<file path="config.mk">
export PLATFORM = sky130hd
export DESIGN_NAME = cpsd_decoder
export DESIGN_NICKNAME = d
export VERILOG_FILES = /design/src/common/cpsd_pkg.sv /design/src/verilog/cpsd_decoder.sv
export SDC_FILE = /design/constraint.sdc
export NUM_CORES = 1
export LEC_CHECK = 0
export ABC_AREA = 1
export BUFFER_PORTS_ARGS = -buffer_cell sky130_fd_sc_hd__buf_2
export CELL_PAD_IN_SITES_DETAIL_PLACEMENT = 1
export CELL_PAD_IN_SITES_GLOBAL_PLACEMENT = 2
export CORE_MARGIN = 2
export CORE_UTILIZATION = 39
export DETAILED_ROUTE_END_ITERATION = 10
export GPL_TIMING_DRIVEN = 0
export PLACE_DENSITY_LB_ADDON = 0.2
export SLEW_MARGIN = 20
export SYNTH_ARGS = -nofsm -noshare
export SYNTH_HDL_FRONTEND = slang
export SYNTH_SLANG_ARGS = --single-unit
</file>
<file path="constraint.sdc">
create_clock -name mclk -period 4.62 [get_ports mclk]
set_input_delay 0.462 -clock mclk [delete_from_list [all_inputs] [get_ports mclk]]
set_output_delay 0.462 -clock mclk [all_outputs]
set_load 0.005 [all_outputs]
</file>
<file path="src/common/cpsd_pkg.sv">
// Contract
// - select-method pin: low manual, mid automatic non-revertive, high automatic revertive.
// - an undriven three-level pin reads as mid.
// - output-2 pin: low enabled, mid disabled, high bypass with output 2 enabled.
// - bypass and a CMOS shared format are never combined; a request for both is refused and flagged.
// - output-5 pin high powers down output 5 path and tristates it.
// - output-5 pin mid forces output 5 to CMOS, others keep shared format.
// - offset pin gates input-2 offset into selection: off, stratum 3/3E, SONET minimum.
// - input-1 active flag is 1 while input 1 feeds the loop.
// - input-2 active flag is 1 while input 2 feeds the loop.
// - two bandwidth pins form one code choosing the loop bandwidth.
// - two divider pins set output 3 and 4 ratio against output 2.
// - four ratio pins with table select choose input frequency and multiplication.
// - CMOS drives both pins of a pair alike; other formats are differential.
// - format pins: HM LVDS, HL CML, MH LVPECL, ML low-swing, LH CMOS, LM off.
// - shared format applies to outputs 1..4, and to output 5 while the output-5 pin is low.
// - manual mode: select pins 00..11 choose inputs 1..4.
// - input-invalid alarm rises on a missing clock, holds until input revalidated.
package cpsd_pkg;
   // three-level pin positions in the strap vectors
   localparam int NUM_TRI    = 15;
   localparam int TRI_SEL    = 0;
   localparam int TRI_OUT2   = 1;
   localparam int TRI_OUT5   = 2;
   localparam int TRI_FOS    = 3;
   localparam int TRI_BW0    = 4;
   localparam int TRI_BW1    = 5;
   localparam int TRI_DIV0   = 6;
   localparam int TRI_DIV1   = 7;
   localparam int TRI_RAT0   = 8;
   localparam int TRI_RAT1   = 9;
   localparam int TRI_RAT2   = 10;
   localparam int TRI_RAT3   = 11;
   localparam int TRI_TBL    = 12;
   localparam int TRI_FMT1   = 13;
   localparam int TRI_FMT0   = 14;
   localparam int NUM_IN     = 4;
   // synchronised pin vector layout: up, down, select, loss, valid, offset
   localparam int PIN_W      = 2 * NUM_TRI + 2 + 2 * NUM_IN + 1;
   localparam int PIN_DN     = NUM_TRI;
   localparam int PIN_CS     = 2 * NUM_TRI;
   localparam int PIN_LOSS   = PIN_CS + 2;
   localparam int PIN_VALID  = PIN_LOSS + NUM_IN;
   localparam int PIN_FOS    = PIN_VALID + NUM_IN;
   // level codes
   localparam logic [1:0] LVL_LOW  = 2'h0;
   localparam logic [1:0] LVL_MID  = 2'h1;
   localparam logic [1:0] LVL_HIGH = 2'h2;
   // register map, byte addresses
   localparam logic [11:0] REG_LEVELS  = 12'h000;
   localparam logic [11:0] REG_CONFIG  = 12'h004;
   localparam logic [11:0] REG_STATUS  = 12'h008;
   localparam logic [11:0] REG_CONTROL = 12'h00c;
   localparam int CTRL_FREEZE = 0;
   localparam logic [31:0] CTRL_RESET = 32'h0000_0000;

   typedef enum logic [2:0] {FMT_LVDS, FMT_CML, FMT_LVPECL, FMT_LVDS_LOW, FMT_CMOS, FMT_OFF, FMT_RESERVED}
      cpsd_format_t;
   typedef enum logic [1:0] {SEL_MANUAL, SEL_AUTO_NONREV, SEL_AUTO_REV} cpsd_selmode_t;
   typedef enum logic [1:0] {FOS_OFF, FOS_STRATUM3, FOS_SONET_MIN} cpsd_fos_t;

   typedef struct packed {
      cpsd_selmode_t selMode;
      cpsd_fos_t     fosMode;
      logic          out2Enable;
      logic          bypass;
      logic          comboError;
      logic          out5PowerDown;
      cpsd_format_t  sharedFormat;
      cpsd_format_t  out5Format;
      logic [4:0]    outCmos;
      logic [3:0]    bwCode;
      logic [3:0]    divCode;
      logic [6:0]    ratioCode;
      logic [1:0]    freqTable;
   } cpsd_cfg_t;

   // level of one pin from its two comparators; anything but a clean high or low is mid
   function automatic logic [1:0] cpsd_level(input logic up, input logic dn);
      if (up && !dn)
         return LVL_HIGH;
      if (dn && !up)
         return LVL_LOW;
      return LVL_MID;
   endfunction : cpsd_level

   // base-three value of two levels, first one most significant
   function automatic logic [3:0] cpsd_pair(input logic [1:0] hi, input logic [1:0] lo);
      return 4'(hi) * 4'h3 + 4'(lo);
   endfunction : cpsd_pair
endpackage : cpsd_pkg

</file>
<file path="src/verilog/cpsd_decoder.sv">
`timescale 1ns/1ps
module cpsd_decoder (
   // clock and reset
   input  wire logic                    mclk,
   input  wire logic                    reset_n,
   // apb slave
   input  wire logic                    psel,
   input  wire logic                    penable,
   input  wire logic                    pwrite,
   input  wire logic [11:0]             paddr,
   input  wire logic [31:0]             pwdata,
   output logic      [31:0]             prdata,
   output logic                         pready,
   output logic                         pslverr,
   // three-level pins, as upper and lower comparator outputs
   input  wire logic [cpsd_pkg::NUM_TRI-1:0] levelUp,
   input  wire logic [cpsd_pkg::NUM_TRI-1:0] levelDn,
   // manual select pins and input monitors
   input  wire logic [1:0]              clockSelect,
   input  wire logic [3:0]              inputLoss,
   input  wire logic [3:0]              inputValidated,
   input  wire logic                    input2OffsetAlarm,
   // decoded configuration and indicators
   output cpsd_pkg::cpsd_cfg_t          cfg,
   output logic                         out5Tristate,
   output logic [1:0]                   activeInput,
   output logic                         input1_active_flag,
   output logic                         input2_active_flag,
   output logic [3:0]                   inputInvalid
);

   typedef struct packed {
      logic [cpsd_pkg::PIN_W-1:0] pinS1;
      logic [cpsd_pkg::PIN_W-1:0] pinS2;
      logic [cpsd_pkg::PIN_W-1:0] pinS3;
      logic [cpsd_pkg::PIN_W-1:0] pinStable;
      cpsd_pkg::cpsd_cfg_t        cfg;
      logic [3:0]                 alarm;
      logic [1:0]                 active;
      logic [31:0]                control;
      logic [31:0]                readData;
   } cpsd_state_t;

   cpsd_state_t st;
   cpsd_state_t next_st;

   logic [1:0]  lvl [cpsd_pkg::NUM_TRI];
   logic [3:0]  usable;
   logic [1:0]  firstUsable;
   logic        anyUsable;
   logic        addrHit;

   // level of every pin, from its settled comparator pair
   always_comb begin
      for (int i = 0; i < cpsd_pkg::NUM_TRI; i++) begin
         lvl[i] = cpsd_pkg::cpsd_level(st.pinStable[i], st.pinStable[cpsd_pkg::PIN_DN + i]);
      end
   end

   // inputs the selector may use: not alarmed, and input 2 clean of offset when gated in
   always_comb begin
      usable = ~st.alarm;
      if (st.cfg.fosMode != cpsd_pkg::FOS_OFF && st.pinStable[cpsd_pkg::PIN_FOS]) begin
         usable[1] = 1'b0;
      end
      anyUsable   = |usable;
      firstUsable = 2'h0;
      for (int i = 3; i >= 0; i--) begin
         if (usable[i]) begin
            firstUsable = 2'(i);
         end
      end
   end

   always_comb begin
      addrHit = (paddr == cpsd_pkg::REG_LEVELS) || (paddr == cpsd_pkg::REG_CONFIG) ||
                (paddr == cpsd_pkg::REG_STATUS) || (paddr == cpsd_pkg::REG_CONTROL);
   end

   // next state of the whole block
   always_comb begin
      next_st = st;
      // three-flop pin capture; a change is taken once flops two and three agree
      next_st.pinS1 = {input2OffsetAlarm, inputValidated, inputLoss, clockSelect, levelDn, levelUp};
      next_st.pinS2 = st.pinS1;
      next_st.pinS3 = st.pinS2;
      for (int i = 0; i < cpsd_pkg::PIN_W; i++) begin
         if (st.pinS2[i] == st.pinS3[i]) begin
            next_st.pinStable[i] = st.pinS3[i];
         end
      end

      // selection method
      unique case (lvl[cpsd_pkg::TRI_SEL])
         cpsd_pkg::LVL_LOW:  next_st.cfg.selMode = cpsd_pkg::SEL_MANUAL;
         cpsd_pkg::LVL_HIGH: next_st.cfg.selMode = cpsd_pkg::SEL_AUTO_REV;
         default:            next_st.cfg.selMode = cpsd_pkg::SEL_AUTO_NONREV;
      endcase

      // offset qualification threshold
      unique case (lvl[cpsd_pkg::TRI_FOS])
         cpsd_pkg::LVL_LOW:  next_st.cfg.fosMode = cpsd_pkg::FOS_OFF;
         cpsd_pkg::LVL_HIGH: next_st.cfg.fosMode = cpsd_pkg::FOS_SONET_MIN;
         default:            next_st.cfg.fosMode = cpsd_pkg::FOS_STRATUM3;
      endcase

      // shared output format
      unique case ({lvl[cpsd_pkg::TRI_FMT1], lvl[cpsd_pkg::TRI_FMT0]})
         {cpsd_pkg::LVL_HIGH, cpsd_pkg::LVL_MID}:  next_st.cfg.sharedFormat = cpsd_pkg::FMT_LVDS;
         {cpsd_pkg::LVL_HIGH, cpsd_pkg::LVL_LOW}:  next_st.cfg.sharedFormat = cpsd_pkg::FMT_CML;
         {cpsd_pkg::LVL_MID, cpsd_pkg::LVL_HIGH}:  next_st.cfg.sharedFormat = cpsd_pkg::FMT_LVPECL;
         {cpsd_pkg::LVL_MID, cpsd_pkg::LVL_LOW}:   next_st.cfg.sharedFormat = cpsd_pkg::FMT_LVDS_LOW;
         {cpsd_pkg::LVL_LOW, cpsd_pkg::LVL_HIGH}:  next_st.cfg.sharedFormat = cpsd_pkg::FMT_CMOS;
         {cpsd_pkg::LVL_LOW, cpsd_pkg::LVL_MID}:   next_st.cfg.sharedFormat = cpsd_pkg::FMT_OFF;
         default:                                  next_st.cfg.sharedFormat = cpsd_pkg::FMT_RESERVED;
      endcase

      // output 2 enable and loop bypass
      next_st.cfg.out2Enable = lvl[cpsd_pkg::TRI_OUT2] != cpsd_pkg::LVL_MID;
      // bypass cannot drive a cmos pair, so such a request is refused and flagged
      next_st.cfg.comboError = (lvl[cpsd_pkg::TRI_OUT2] == cpsd_pkg::LVL_HIGH) &&
                               (next_st.cfg.sharedFormat == cpsd_pkg::FMT_CMOS);
      next_st.cfg.bypass     = (lvl[cpsd_pkg::TRI_OUT2] == cpsd_pkg::LVL_HIGH) &&
                               !next_st.cfg.comboError;

      // output 5 has its own override over the shared format
      next_st.cfg.out5PowerDown = lvl[cpsd_pkg::TRI_OUT5] == cpsd_pkg::LVL_HIGH;
      unique case (lvl[cpsd_pkg::TRI_OUT5])
         cpsd_pkg::LVL_LOW:  next_st.cfg.out5Format = next_st.cfg.sharedFormat;
         cpsd_pkg::LVL_HIGH: next_st.cfg.out5Format = cpsd_pkg::FMT_OFF;
         default:            next_st.cfg.out5Format = cpsd_pkg::FMT_CMOS;
      endcase

      // pair drive: outputs 1..4 follow the shared format, bit 4 is output 5
      next_st.cfg.outCmos[3:0] = {4{next_st.cfg.sharedFormat == cpsd_pkg::FMT_CMOS}};
      next_st.cfg.outCmos[4]   = next_st.cfg.out5Format == cpsd_pkg::FMT_CMOS;

      // lookup codes handed to the loop and dividers
      next_st.cfg.bwCode    = cpsd_pkg::cpsd_pair(lvl[cpsd_pkg::TRI_BW1], lvl[cpsd_pkg::TRI_BW0]);
      next_st.cfg.divCode   = cpsd_pkg::cpsd_pair(lvl[cpsd_pkg::TRI_DIV1], lvl[cpsd_pkg::TRI_DIV0]);
      next_st.cfg.ratioCode = 7'(cpsd_pkg::cpsd_pair(lvl[cpsd_pkg::TRI_RAT3], lvl[cpsd_pkg::TRI_RAT2])) * 7'h09
                            + 7'(cpsd_pkg::cpsd_pair(lvl[cpsd_pkg::TRI_RAT1], lvl[cpsd_pkg::TRI_RAT0]));
      next_st.cfg.freqTable = lvl[cpsd_pkg::TRI_TBL];

      // alarms: a loss in the same cycle as a revalidation keeps the alarm set
      for (int i = 0; i < 4; i++) begin
         if (st.pinStable[cpsd_pkg::PIN_LOSS + i]) begin
            next_st.alarm[i] = 1'b1;
         end else if (st.pinStable[cpsd_pkg::PIN_VALID + i]) begin
            next_st.alarm[i] = 1'b0;
         end
      end

      // active input; in the automatic modes, with no usable input the loop holds its last reference
      if (st.cfg.selMode == cpsd_pkg::SEL_MANUAL) begin
         next_st.active = st.pinStable[cpsd_pkg::PIN_CS +: 2];
      end else if (!st.control[cpsd_pkg::CTRL_FREEZE] && anyUsable) begin
         if (st.cfg.selMode == cpsd_pkg::SEL_AUTO_REV || !usable[st.active]) begin
            next_st.active = firstUsable;
         end
      end

      // apb: read data captured in setup, write taken in the access cycle
      if (psel && !penable) begin
         unique case (paddr)
            cpsd_pkg::REG_LEVELS:  next_st.readData = {2'h0, st.pinStable[cpsd_pkg::PIN_DN +: 15],
                                                       st.pinStable[14:0]};
            cpsd_pkg::REG_CONFIG:  next_st.readData = 32'(st.cfg);
            cpsd_pkg::REG_STATUS:  next_st.readData = {24'h0, st.alarm, 2'h0, st.active};
            cpsd_pkg::REG_CONTROL: next_st.readData = st.control;
            default:               next_st.readData = 32'h0;
         endcase
      end
      if (psel && penable && pwrite && paddr == cpsd_pkg::REG_CONTROL) begin
         next_st.control = {31'h0, pwdata[cpsd_pkg::CTRL_FREEZE]};
      end
   end

   // the only state register; pins reset to the undriven level
   always_ff @(posedge mclk or negedge reset_n) begin
      if (!reset_n) begin
         st <= '0;
         st.cfg.selMode <= cpsd_pkg::SEL_AUTO_NONREV;
         st.cfg.fosMode <= cpsd_pkg::FOS_STRATUM3;
         st.cfg.sharedFormat <= cpsd_pkg::FMT_RESERVED;
         st.cfg.out5Format <= cpsd_pkg::FMT_CMOS;
         st.control <= cpsd_pkg::CTRL_RESET;
      end else begin
         st <= next_st;
      end
   end

   // outputs
   assign cfg                = st.cfg;
   assign out5Tristate       = st.cfg.out5PowerDown;
   assign activeInput        = st.active;
   assign input1_active_flag = st.active == 2'h0;
   assign input2_active_flag = st.active == 2'h1;
   assign inputInvalid       = st.alarm;
   assign prdata             = st.readData;
   assign pready             = 1'b1;
   assign pslverr            = psel && penable && !addrHit;

   // checks
   a_select_manual: assert property (@(posedge mclk) disable iff (!reset_n)
      lvl[cpsd_pkg::TRI_SEL] == cpsd_pkg::LVL_LOW |=> cfg.selMode == cpsd_pkg::SEL_MANUAL)
      else $error("low select pin did not give manual mode");
   a_open_pin_mid: assert property (@(posedge mclk) disable iff (!reset_n)
      (!st.pinStable[cpsd_pkg::TRI_FOS] && !st.pinStable[cpsd_pkg::PIN_DN + cpsd_pkg::TRI_FOS])
      |=> cfg.fosMode == cpsd_pkg::FOS_STRATUM3)
      else $error("undriven offset pin not read as mid");
   a_out2_bypass: assert property (@(posedge mclk) disable iff (!reset_n)
      lvl[cpsd_pkg::TRI_OUT2] == cpsd_pkg::LVL_HIGH |=> cfg.out2Enable && (cfg.bypass != cfg.comboError))
      else $error("high output-2 pin mishandled");
   a_no_cmos_bypass: assert property (@(posedge mclk) disable iff (!reset_n)
      !(cfg.bypass && cfg.sharedFormat == cpsd_pkg::FMT_CMOS))
      else $error("bypass combined with cmos");
   a_out5_down: assert property (@(posedge mclk) disable iff (!reset_n)
      lvl[cpsd_pkg::TRI_OUT5] == cpsd_pkg::LVL_HIGH |=> out5Tristate && cfg.out5Format == cpsd_pkg::FMT_OFF)
      else $error("output 5 not powered down");
   a_out5_cmos: assert property (@(posedge mclk) disable iff (!reset_n)
      lvl[cpsd_pkg::TRI_OUT5] == cpsd_pkg::LVL_MID |=> cfg.outCmos[4] && !out5Tristate)
      else $error("output 5 not forced to cmos");
   a_fos_gate: assert property (@(posedge mclk) disable iff (!reset_n)
      (cfg.selMode == cpsd_pkg::SEL_AUTO_REV && cfg.fosMode != cpsd_pkg::FOS_OFF && st.alarm[0]
       && st.pinStable[cpsd_pkg::PIN_FOS] && !st.control[cpsd_pkg::CTRL_FREEZE] && anyUsable)
      |=> activeInput != 2'h1)
      else $error("offset input 2 was selected");
   a_flag_one: assert property (@(posedge mclk) disable iff (!reset_n)
      input1_active_flag |-> activeInput == 2'h0 && !input2_active_flag)
      else $error("input-1 flag wrong");
   a_alarm_hold: assert property (@(posedge mclk) disable iff (!reset_n)
      st.pinStable[cpsd_pkg::PIN_LOSS] |=> inputInvalid[0] [*1] ##0
      (inputInvalid[0] || $past(st.pinStable[cpsd_pkg::PIN_VALID])))
      else $error("input-1 alarm dropped");
   a_manual_pick: assert property (@(posedge mclk) disable iff (!reset_n)
      cfg.selMode == cpsd_pkg::SEL_MANUAL |=> activeInput == $past(st.pinStable[cpsd_pkg::PIN_CS +: 2]))
      else $error("manual select ignored");

   // indicator and lookup-code checks; fixed strap corners keep the expectations independent of the decode
   a_flag_two: assert property (@(posedge mclk) disable iff (!reset_n)
      input2_active_flag |-> activeInput == 2'h1 && !input1_active_flag)
      else $error("input-2 flag wrong");
   a_bw_code: assert property (@(posedge mclk) disable iff (!reset_n)
      lvl[cpsd_pkg::TRI_BW1] == cpsd_pkg::LVL_MID && lvl[cpsd_pkg::TRI_BW0] == cpsd_pkg::LVL_MID
      |=> cfg.bwCode == 4'h4)
      else $error("bandwidth code wrong");
   a_div_code: assert property (@(posedge mclk) disable iff (!reset_n)
      lvl[cpsd_pkg::TRI_DIV1] == cpsd_pkg::LVL_HIGH && lvl[cpsd_pkg::TRI_DIV0] == cpsd_pkg::LVL_HIGH
      |=> cfg.divCode == 4'h8)
      else $error("divider code wrong");
   a_ratio_code: assert property (@(posedge mclk) disable iff (!reset_n)
      lvl[cpsd_pkg::TRI_RAT3] == cpsd_pkg::LVL_HIGH && lvl[cpsd_pkg::TRI_RAT2] == cpsd_pkg::LVL_LOW &&
      lvl[cpsd_pkg::TRI_RAT1] == cpsd_pkg::LVL_LOW && lvl[cpsd_pkg::TRI_RAT0] == cpsd_pkg::LVL_LOW
      |=> cfg.ratioCode == 7'h36)
      else $error("ratio code wrong");

   // format checks: a cmos pair drives both pins alike, everything else stays differential
   a_fmt_cmos: assert property (@(posedge mclk) disable iff (!reset_n)
      lvl[cpsd_pkg::TRI_FMT1] == cpsd_pkg::LVL_LOW && lvl[cpsd_pkg::TRI_FMT0] == cpsd_pkg::LVL_HIGH
      |=> cfg.sharedFormat == cpsd_pkg::FMT_CMOS && cfg.outCmos[3:0] == 4'hf)
      else $error("cmos format not decoded");
   a_fmt_diff: assert property (@(posedge mclk) disable iff (!reset_n)
      cfg.sharedFormat != cpsd_pkg::FMT_CMOS |-> cfg.outCmos[3:0] == 4'h0)
      else $error("differential pair driven as cmos");
   a_out5_follow: assert property (@(posedge mclk) disable iff (!reset_n)
      lvl[cpsd_pkg::TRI_OUT5] == cpsd_pkg::LVL_LOW |=> cfg.out5Format == cfg.sharedFormat)
      else $error("output 5 left the shared format");
   a_out5_quiet: assert property (@(posedge mclk) disable iff (!reset_n)
      out5Tristate |-> !cfg.outCmos[4])
      else $error("powered-down output 5 still driven");

   // alarm release and synchroniser agreement
   a_alarm_clear: assert property (@(posedge mclk) disable iff (!reset_n)
      !st.pinStable[cpsd_pkg::PIN_LOSS] && st.pinStable[cpsd_pkg::PIN_VALID] |=> !inputInvalid[0])
      else $error("input-1 alarm not released");
   a_sync_agree: assert property (@(posedge mclk) disable iff (!reset_n)
      st.pinS2[0] == st.pinS3[0] |=> st.pinStable[0] == $past(st.pinS3[0]))
      else $error("settled pin copy missed an agreed value");

endmodule : cpsd_decoder

</file>
# After elaboration in Yosys (flattened, before gate mapping)
# Cells that the tools add are included.
# totals
regBits	239
inputBits	90
elab_cells	356
# op_classes
addsub	5
n_mul	5
magnitude_cmp	1
eq_ne	59
mux	128
bitwise	1
n_reduce_logical	93
# op_table
operator	count
2-bit two-way mux	67
32-bit one-hot mux with 4 select lines	1
1-bit two-way mux	55
1-bit equality test	41
1-bit logical AND	39
1-bit zero test	35
12-bit by 4-bit equality test with 1-bit output, second input constant	2
3-bit one-hot mux with 6 select lines	1
4-bit by 2-bit adder with 4-bit output	4
2-bit by 2-bit multiplier with 4-bit output, second input constant	4
2-bit nonzero test	7
12-bit by 3-bit equality test with 1-bit output, second input constant	1
12-bit zero test	1
2-bit equality test, second input constant	5
2-bit zero test	5
4-bit by 3-bit equality test with 1-bit output, second input constant	2
4-bit equality test, second input constant	2
2-bit one-hot mux with 2 select lines	2
7-bit by 4-bit adder with 7-bit output	1
4-bit by 4-bit multiplier with 7-bit output, second input constant	1
3-bit equality test, second input constant	2
3-bit one-hot mux with 2 select lines	1
4-bit by 1-bit equality test with 1-bit output, second input constant	1
4-bit by 2-bit equality test with 1-bit output, second input constant	1
other kinds (8)	11

# Depth between registers and ports, before layout
# Gate-level depths: netlist (run 1).
# depth
ltp_word	12
depth_mapped	16
ltp_nobuf	16

# Worst setup path before layout (run 1)
# No wires, ideal clock.
# synth_timing
kind	flip-flop to flip-flop
start	reg st[117] (netlist name)
end	reg cfg[8] (netlist name)
setup_ns	0.123
t_arrival_ns	2.764
setup_slack_ns	1.733
stages_incl_launch_ff	16
period_less_slack_ns	2.887
cell_sequence	dfrtp_1 inv_1 ha_1 inv_1 ha_1 ha_1 inv_1 fa_1 inv_1 ha_1 ha_1 ha_1 a21o_1 nand2_1 nand3_1 xor2_1
# synth_rtl
element	line_no	source
from (decl)	cpsd_decoder.sv:44	cpsd_state_t st;
from (signal assigned)	cpsd_decoder.sv:189	st <= next_st;

==> flow_metrics.tcl, run 1 <==
set metrics [dict create \
    seq_area_frac_synth_pct 64.8 \
    synth-seq-cells 236 \
    leakage_nw 5.76 \
    pwr-share-comb_pct 15.3 \
    port_buffers 136 \
    yosysTopAreaCellShare_pct 63.4 \
    outcome "finished clean" \
    clk_path_buf_depth 3 \
    ir_drop_v 0.000220 \
    synthXorXnorAreaFrac_pct 0.384 \
    clkTransAtPathRegs_ns 0.06 \
    critPathMaxStageDelay_ns 0.37 \
    yosys.area.top_type "dfrtp_1" \
    cts_tree "built" \
    cp-start-kind "flop" \
    synthCells 752 \
    power_density_nw_per_um2 469 \
    slew_headroom_pct 50.5 \
    synth_top_family_by_area "adder cells" \
    synth_fp_nets 892 \
    timing.rr.start "st[131]" \
    min_period_over_period_pct 67.6 \
    viasPerCell 4.53 \
    hold_viol 0 \
    dr.first_iter.drc_count 203 \
    die-area_um2 24600 \
    critPathMaxFanout 5 \
    dpl_cell_area_um2 10300 \
    post-cts-setup-buffer-count 0 \
    yosys.area_share.simple_pct 10.2 \
    routed_wl_mm 20.6 \
    clock-sinks 236 \
    switching_share_pct 25.5 \
    path_buf_inv 3 \
    first_global_vias 6431 \
    slew_viol_final 0 \
    fillers 2443 \
    hold_path.class "input port to flop" \
    drive_gt1_share_pct 29.6 \
    p_sw_mw 1.33 \
    vias 5672 \
    place_congestion 0.775 \
    cp_top_family "adder cells" \
    avgSynthCellArea_um2 12.1 \
    grt_max_degree 102 \
    h-tree-depth 1 \
    cap_violations 0 \
    layout-area-overhead-vs-synth_pct 21.9 \
    antenna_left 0 \
    design.final.nets 1059 \
    drc 0 \
    endpoint_kind "flop" \
    diodes 0 \
    start_util_pct 40.0 \
    arrival_ns 3.57 \
    critPathRequiredTime_ns 5.07 \
    cts-root-buf "clkbuf_16" \
    skew_ns 0.0119 \
    io_pins 169 \
    p_clk_share_pct 38.6 \
    fp-row-count 55 \
    p_int_mw 3.89 \
    grt_usage_pct 17.6 \
    pwr-share-seq_pct 46.1 \
    drt_pass1_iterations 4 \
    ys_top_cells_by_area "dfrtp_1 63%, buf_4 6.6%, ha_1 6.2%, nand2_1 5.4%, maj3_1 4.5%" \
    hold_buffers 1 \
    cts_resized 0 \
    setup_viol 0 \
    worst-setup-path-type "flop to flop" \
    routedWlPerCell_um 16.5 \
    synthAdderAreaFrac_pct 11.8 \
    grt_pass1_wl_mm 33.8 \
    holdWs_ns 0.0415 \
    fin_area_um2 11100 \
    path_common_cell "ha_1" \
    synth-compound-area-share_pct 2.80 \
    synth_area_um2 9120 \
    synth_cell_types 33 \
    max_freq_mhz 320 \
    rsz0062_at_grt "false" \
    hpwlAfterDp_mm 15.0 \
    hold_start "levelUp[9]" \
    crit_start "st[131]" \
    worstMarginPinSlew_ns 0.742 \
    clock_latency_ns 0.52 \
    cts_made_buffers 26 \
    core_um2 22800 \
    yosys_warnings 0 \
    path_cells "inv_1, ha_1, ha_1, ha_1, inv_1, fa_1, inv_1, ha_1, ha_1, ha_1, a21o_1, a31oi_1, xor2_1" \
    gr-total-overflow 0 \
    die_y_um 157 \
    crit_path_top_delay_cell "ha_1" \
    dieWidth_um 157 \
    antenna_found_initial 0 \
    period_needed_ns 3.12 \
    muxShareOfSynthArea_pct 0 \
]
-- power groups by stage --
stage	clock network, mW	logic (mW)	registers, mW
floorplan	0	0.500	2.38
finish	2.01	0.800	2.40
detailed placement	0	0.816	2.44
CTS	2.08	0.825	2.41
global route	2.17	0.914	2.43
global placement	0	0.763	2.44
-- metrics by stage --
stage	TNS, ns	utilization, %	std cells	total power, mW	worst slack [ns]
finish	0	48.8	1251	5.22	1.50
CTS	0	48.8	1251	5.31	1.45
global route	0	48.8	1251	5.51	1.28
global placement	-186.07	44.7	1201	3.20	-0.829
floorplan	0	-	752	2.88	1.73
detailed placement	0	45.0	1203	3.26	1.47
-- cells in the final DEF, fill, tap and decap left out, types with 5 or more instances in the layout --
cell	instances
inv_1	63
buf_4	80
nand2_1	132
nor2_1	20
buf_2	140
o21ai_1	25
clkbuf_16	27
nand3_1	54
maj3_1	41
ha_1	45
a21oi_1	8
clkbuf_1	13
clkbuf_8	10
fa_1	5
dfrtp_1	231
dfstp_2	5
-- worst register-to-register path, cell delays in order (launching register included) --
cell and delay, ns:
dfrtp_1 0.36, inv_1 0.10, ha_1 0.20, ha_1 0.28, ha_1 0.15, inv_1 0.05
fa_1 0.35, inv_1 0.10, ha_1 0.24, ha_1 0.29, ha_1 0.37, a21o_1 0.22
a31oi_1 0.19, xor2_1 0.15
-- cell type report --
cell class	instances	area, um2	area share (%)
buffer	91	663	5.97
tap	313	392	3.52
clock inverter	1	5.00	0.0450
timing repair buffer	139	756	6.80
clock buffer	46	847	7.62
sequential	236	5910	53.2
multi-input combinational	359	2290	20.6
inverter	66	248	2.23
-- flip-flops by register name, summed over array words and instances, names as in the netlist --
register	cells
out5Tristate	1
prdata	32
inputInvalid	4
activeInput	2
cfg	32
st	83
next_st	82
-- path summary, 6_finish.rpt --
check | endpoint | slack [ns] | cells past startpoint
setup / recovery | cfg[6] | 1.50 | 13
hold / removal | next_st[197] | 0.04 | 1
setup reg to reg | cfg[6] | 1.50 | 13
hold reg to reg | next_st[174] | 0.35 | 0
max in group asynchronous | prdata[19] | 3.38 | 3
min in group asynchronous | st[177] | 0.43 | 2
-- logic make-up after synthesis --
family | Yosys count
flip-flops | 236
adder cells (fa/ha/maj) | 91
AO/OA/AOI/OAI | 46
other | 1
buffers and inverters | 157
AND/OR/NAND/NOR | 217
XOR/XNOR | 4
-- Yosys cell counts (all sizes together) --
cell type and n:
nand2 133, nor4 2, dfstp 5, a21o 1
inv 66, nor2 24, dfrtp 231, xnor2 1
conb 1, nor3 2, a21oi 8, a31oi 1
nand3 54, clkbuf 4, o211ai 1, a31o 1
fa 5, a21boi 2, o21ai 28, o21bai 4
xor2 3, buf 87, ha 45, nand4 2
maj3 41
-- per-layer routing --
layer | global-route usage (%) | vias up | wire length [um] | part of all wire (%)
met3 | 2.92 | 31 | 846 | 4.1
met2 | 30.1 | 106 | 10000 | 49
li1 | - | 2668 | - | -
met4 | 4.37 | 0 | 405 | 2.0
met5 | 0 | - | 0 | 0
met1 | 23.6 | 2867 | 9360 | 45
No activity file was read; power rests on OpenSTA's default activity.
==> inputs of run 2 (changes only) <==
--- a/config.mk
+++ b/config.mk
@@ -10,7 +10,7 @@
 export CELL_PAD_IN_SITES_DETAIL_PLACEMENT = 1
 export CELL_PAD_IN_SITES_GLOBAL_PLACEMENT = 2
 export CORE_MARGIN = 2
-export CORE_UTILIZATION = 39
+export CORE_UTILIZATION = 36
 export DETAILED_ROUTE_END_ITERATION = 10
 export GPL_TIMING_DRIVEN = 0
 export PLACE_DENSITY_LB_ADDON = 0.2
==> constraint.sdc (replaced) <==
create_clock -name mclk -period 3 [get_ports mclk]
set_input_delay 0.3 -clock mclk [delete_from_list [all_inputs] [get_ports mclk]]
set_output_delay 0.3 -clock mclk [all_outputs]
set_load 0.005 [all_outputs]
==> flow_metrics.tcl, run 2 (synthesized netlist as in run 1, its figures left out) <==
set metrics [dict create \
    diodes 0 \
    start_util_pct 36.4 \
    place_congestion 0.750 \
    grt_usage_pct 16.3 \
    largest_reg_flops 83 \
    power_density_nw_per_um2 729 \
    seqCellArea_um2 5910 \
    h-tree-depth 1 \
    hpwlAfterDp_mm 14.8 \
    met2_length_mm 10.3 \
    cts-root-buf "clkbuf_16" \
    clk_path_buf_depth 3 \
    die-area_um2 26600 \
    setup_ws_ns 0.136 \
    cts_tree "built" \
    rsz0062_at_grt "false" \
    critPathMaxFanout 3 \
    die_y_um 163 \
    dp.cells 1221 \
    drt_pass1_iterations 4 \
    regMostFlops "st" \
    hold_viol 0 \
    ir_drop_v 0.000358 \
    cts_made_buffers 27 \
    clock_latency_ns 0.53 \
    hold_path.class "input port to flop" \
    clock-sinks 236 \
    post-place-ws_ns -0.137 \
    antenna_found_initial 0 \
    critPathRequiredTime_ns 3.45 \
    wl_met3_um 834 \
    skew_ns 0.00734 \
    core_um2 25000 \
    setup_viol 0 \
    drc 0 \
    dr.first_iter.drc_count 178 \
    multiInputGateArea_um2 2360 \
    worst-setup-path-type "flop to flop" \
    worstMarginPinSlew_ns 0.851 \
    final_common_cell "dfrtp_1" \
    path_cells "inv_2, ha_4, inv_1, ha_1, ha_1, inv_1, fa_1, inv_2, ha_4, fa_2, a21oi_2, nor2_1, nor2_1, xnor2_1" \
    outcome "finished clean" \
    port_buffers 136 \
    slew_viol_final 0 \
    cap_violations 0 \
    dpl_cell_area_um2 10300 \
    routedWlPerCell_um 15.8 \
    gr-total-overflow 0 \
    antenna_left 0 \
    grt_pass1_wl_mm 33.6 \
    leakage_nw 6.02 \
    arrival_ns 3.32 \
    vias 5751 \
    routed_wl_mm 20.8 \
    period_needed_ns 2.86 \
    fillers 2718 \
    drive_gt1_share_pct 31.2 \
    layout-area-overhead-vs-synth_pct 29.4 \
    min_period_over_period_pct 95.5 \
    crit_path_top_delay_cell "fa_1" \
    reg2reg_slack_ns 0.14 \
    design.final.nets 1107 \
    slew_headroom_pct 43.3 \
    most-common-layout-cells "231 x dfrtp_1, 140 x buf_2, 132 x nand2_1" \
    max_freq_mhz 349 \
    holdWs_ns 0.0215 \
    dieWidth_um 163 \
    io_pins 169 \
    wl_met1_mm 9.40 \
    grt_max_degree 68 \
    cp-start-kind "flop" \
    fp-row-count 58 \
    power_mw 8.60 \
    fin_area_um2 11800 \
    viasPerCell 4.37 \
    critPathMaxStageDelay_ns 0.56 \
    clkTransAtPathRegs_ns 0.06 \
    first_global_vias 6225 \
    route.top_layer_used "met4" \
    endpoint_kind "flop" \
    instances_no_fill 1317 \
]
## run 2: report_power, final
part	switching, mW	internal, mW
Combinational	0.651	0.724
Clock	1.30	2.22
Sequential	0.217	3.49
Total	2.16	6.43
## run 2: layout make-up
cell class                      instances  area share (%)
Tap cell                              330            3.50
Clock inverter                         14            1.74
Clock buffer                           35            6.49
Inverter                               66            2.12
Timing Repair Buffer                  186            10.4
Sequential cell                       236            50.1
Buffer                                 91            5.62
Multi-Input combinational cell        359            20.0
## run 2: final timing paths
check                              from      endpoint  depth (start not counted)
hold / removal                pwdata[0]        st[32]                          3
setup reg to reg                st[115]        cfg[7]                         14
hold reg to reg            next_st[227]  next_st[186]                          0
setup / recovery                st[115]        cfg[7]                         14
max in group asynchronous       reset_n    prdata[29]                          4
min in group asynchronous       reset_n       st[187]                          2
## run 2: worst max-delay path, delay by kind of cell (launching register included)
kind,cells,cell delay [ns]
buffers and inverters,4,0.24
and+or+nand+nor,2,0.19
xor gates and xnor gates,1,0.13
DFF,1,0.42
adders and majority gates,6,1.69
AOI/OAI and AO/OA,1,0.12
## run 2: routing by layer
| metal | global-route usage, % | vias to the layer above |
|---|---|---|
| li1 | - | 2769 |
| met1 | 21.9 | 2842 |
| met2 | 27.9 | 110 |
| met3 | 2.64 | 30 |
| met4 | 3.74 | 0 |
| met5 | 0 | - |
## run 2: repair_timing
action                                  CTS  global route
hold buffers                             42             0
endpoints found under the setup margin    3             3
setup buffers                             1             4
pin swaps                                 0             5
hold endpoints to repair                 91             0
gates resized for setup                   3            13
## run 2: stage by stage
step	setup TNS, ns	utilization [%]
after floorplan	0	-
final	0	47.1
after CTS	0	46.9
after global placement	-597.30	40.8
after global routing	0	47.1
after detailed placement	-0.285	41.2
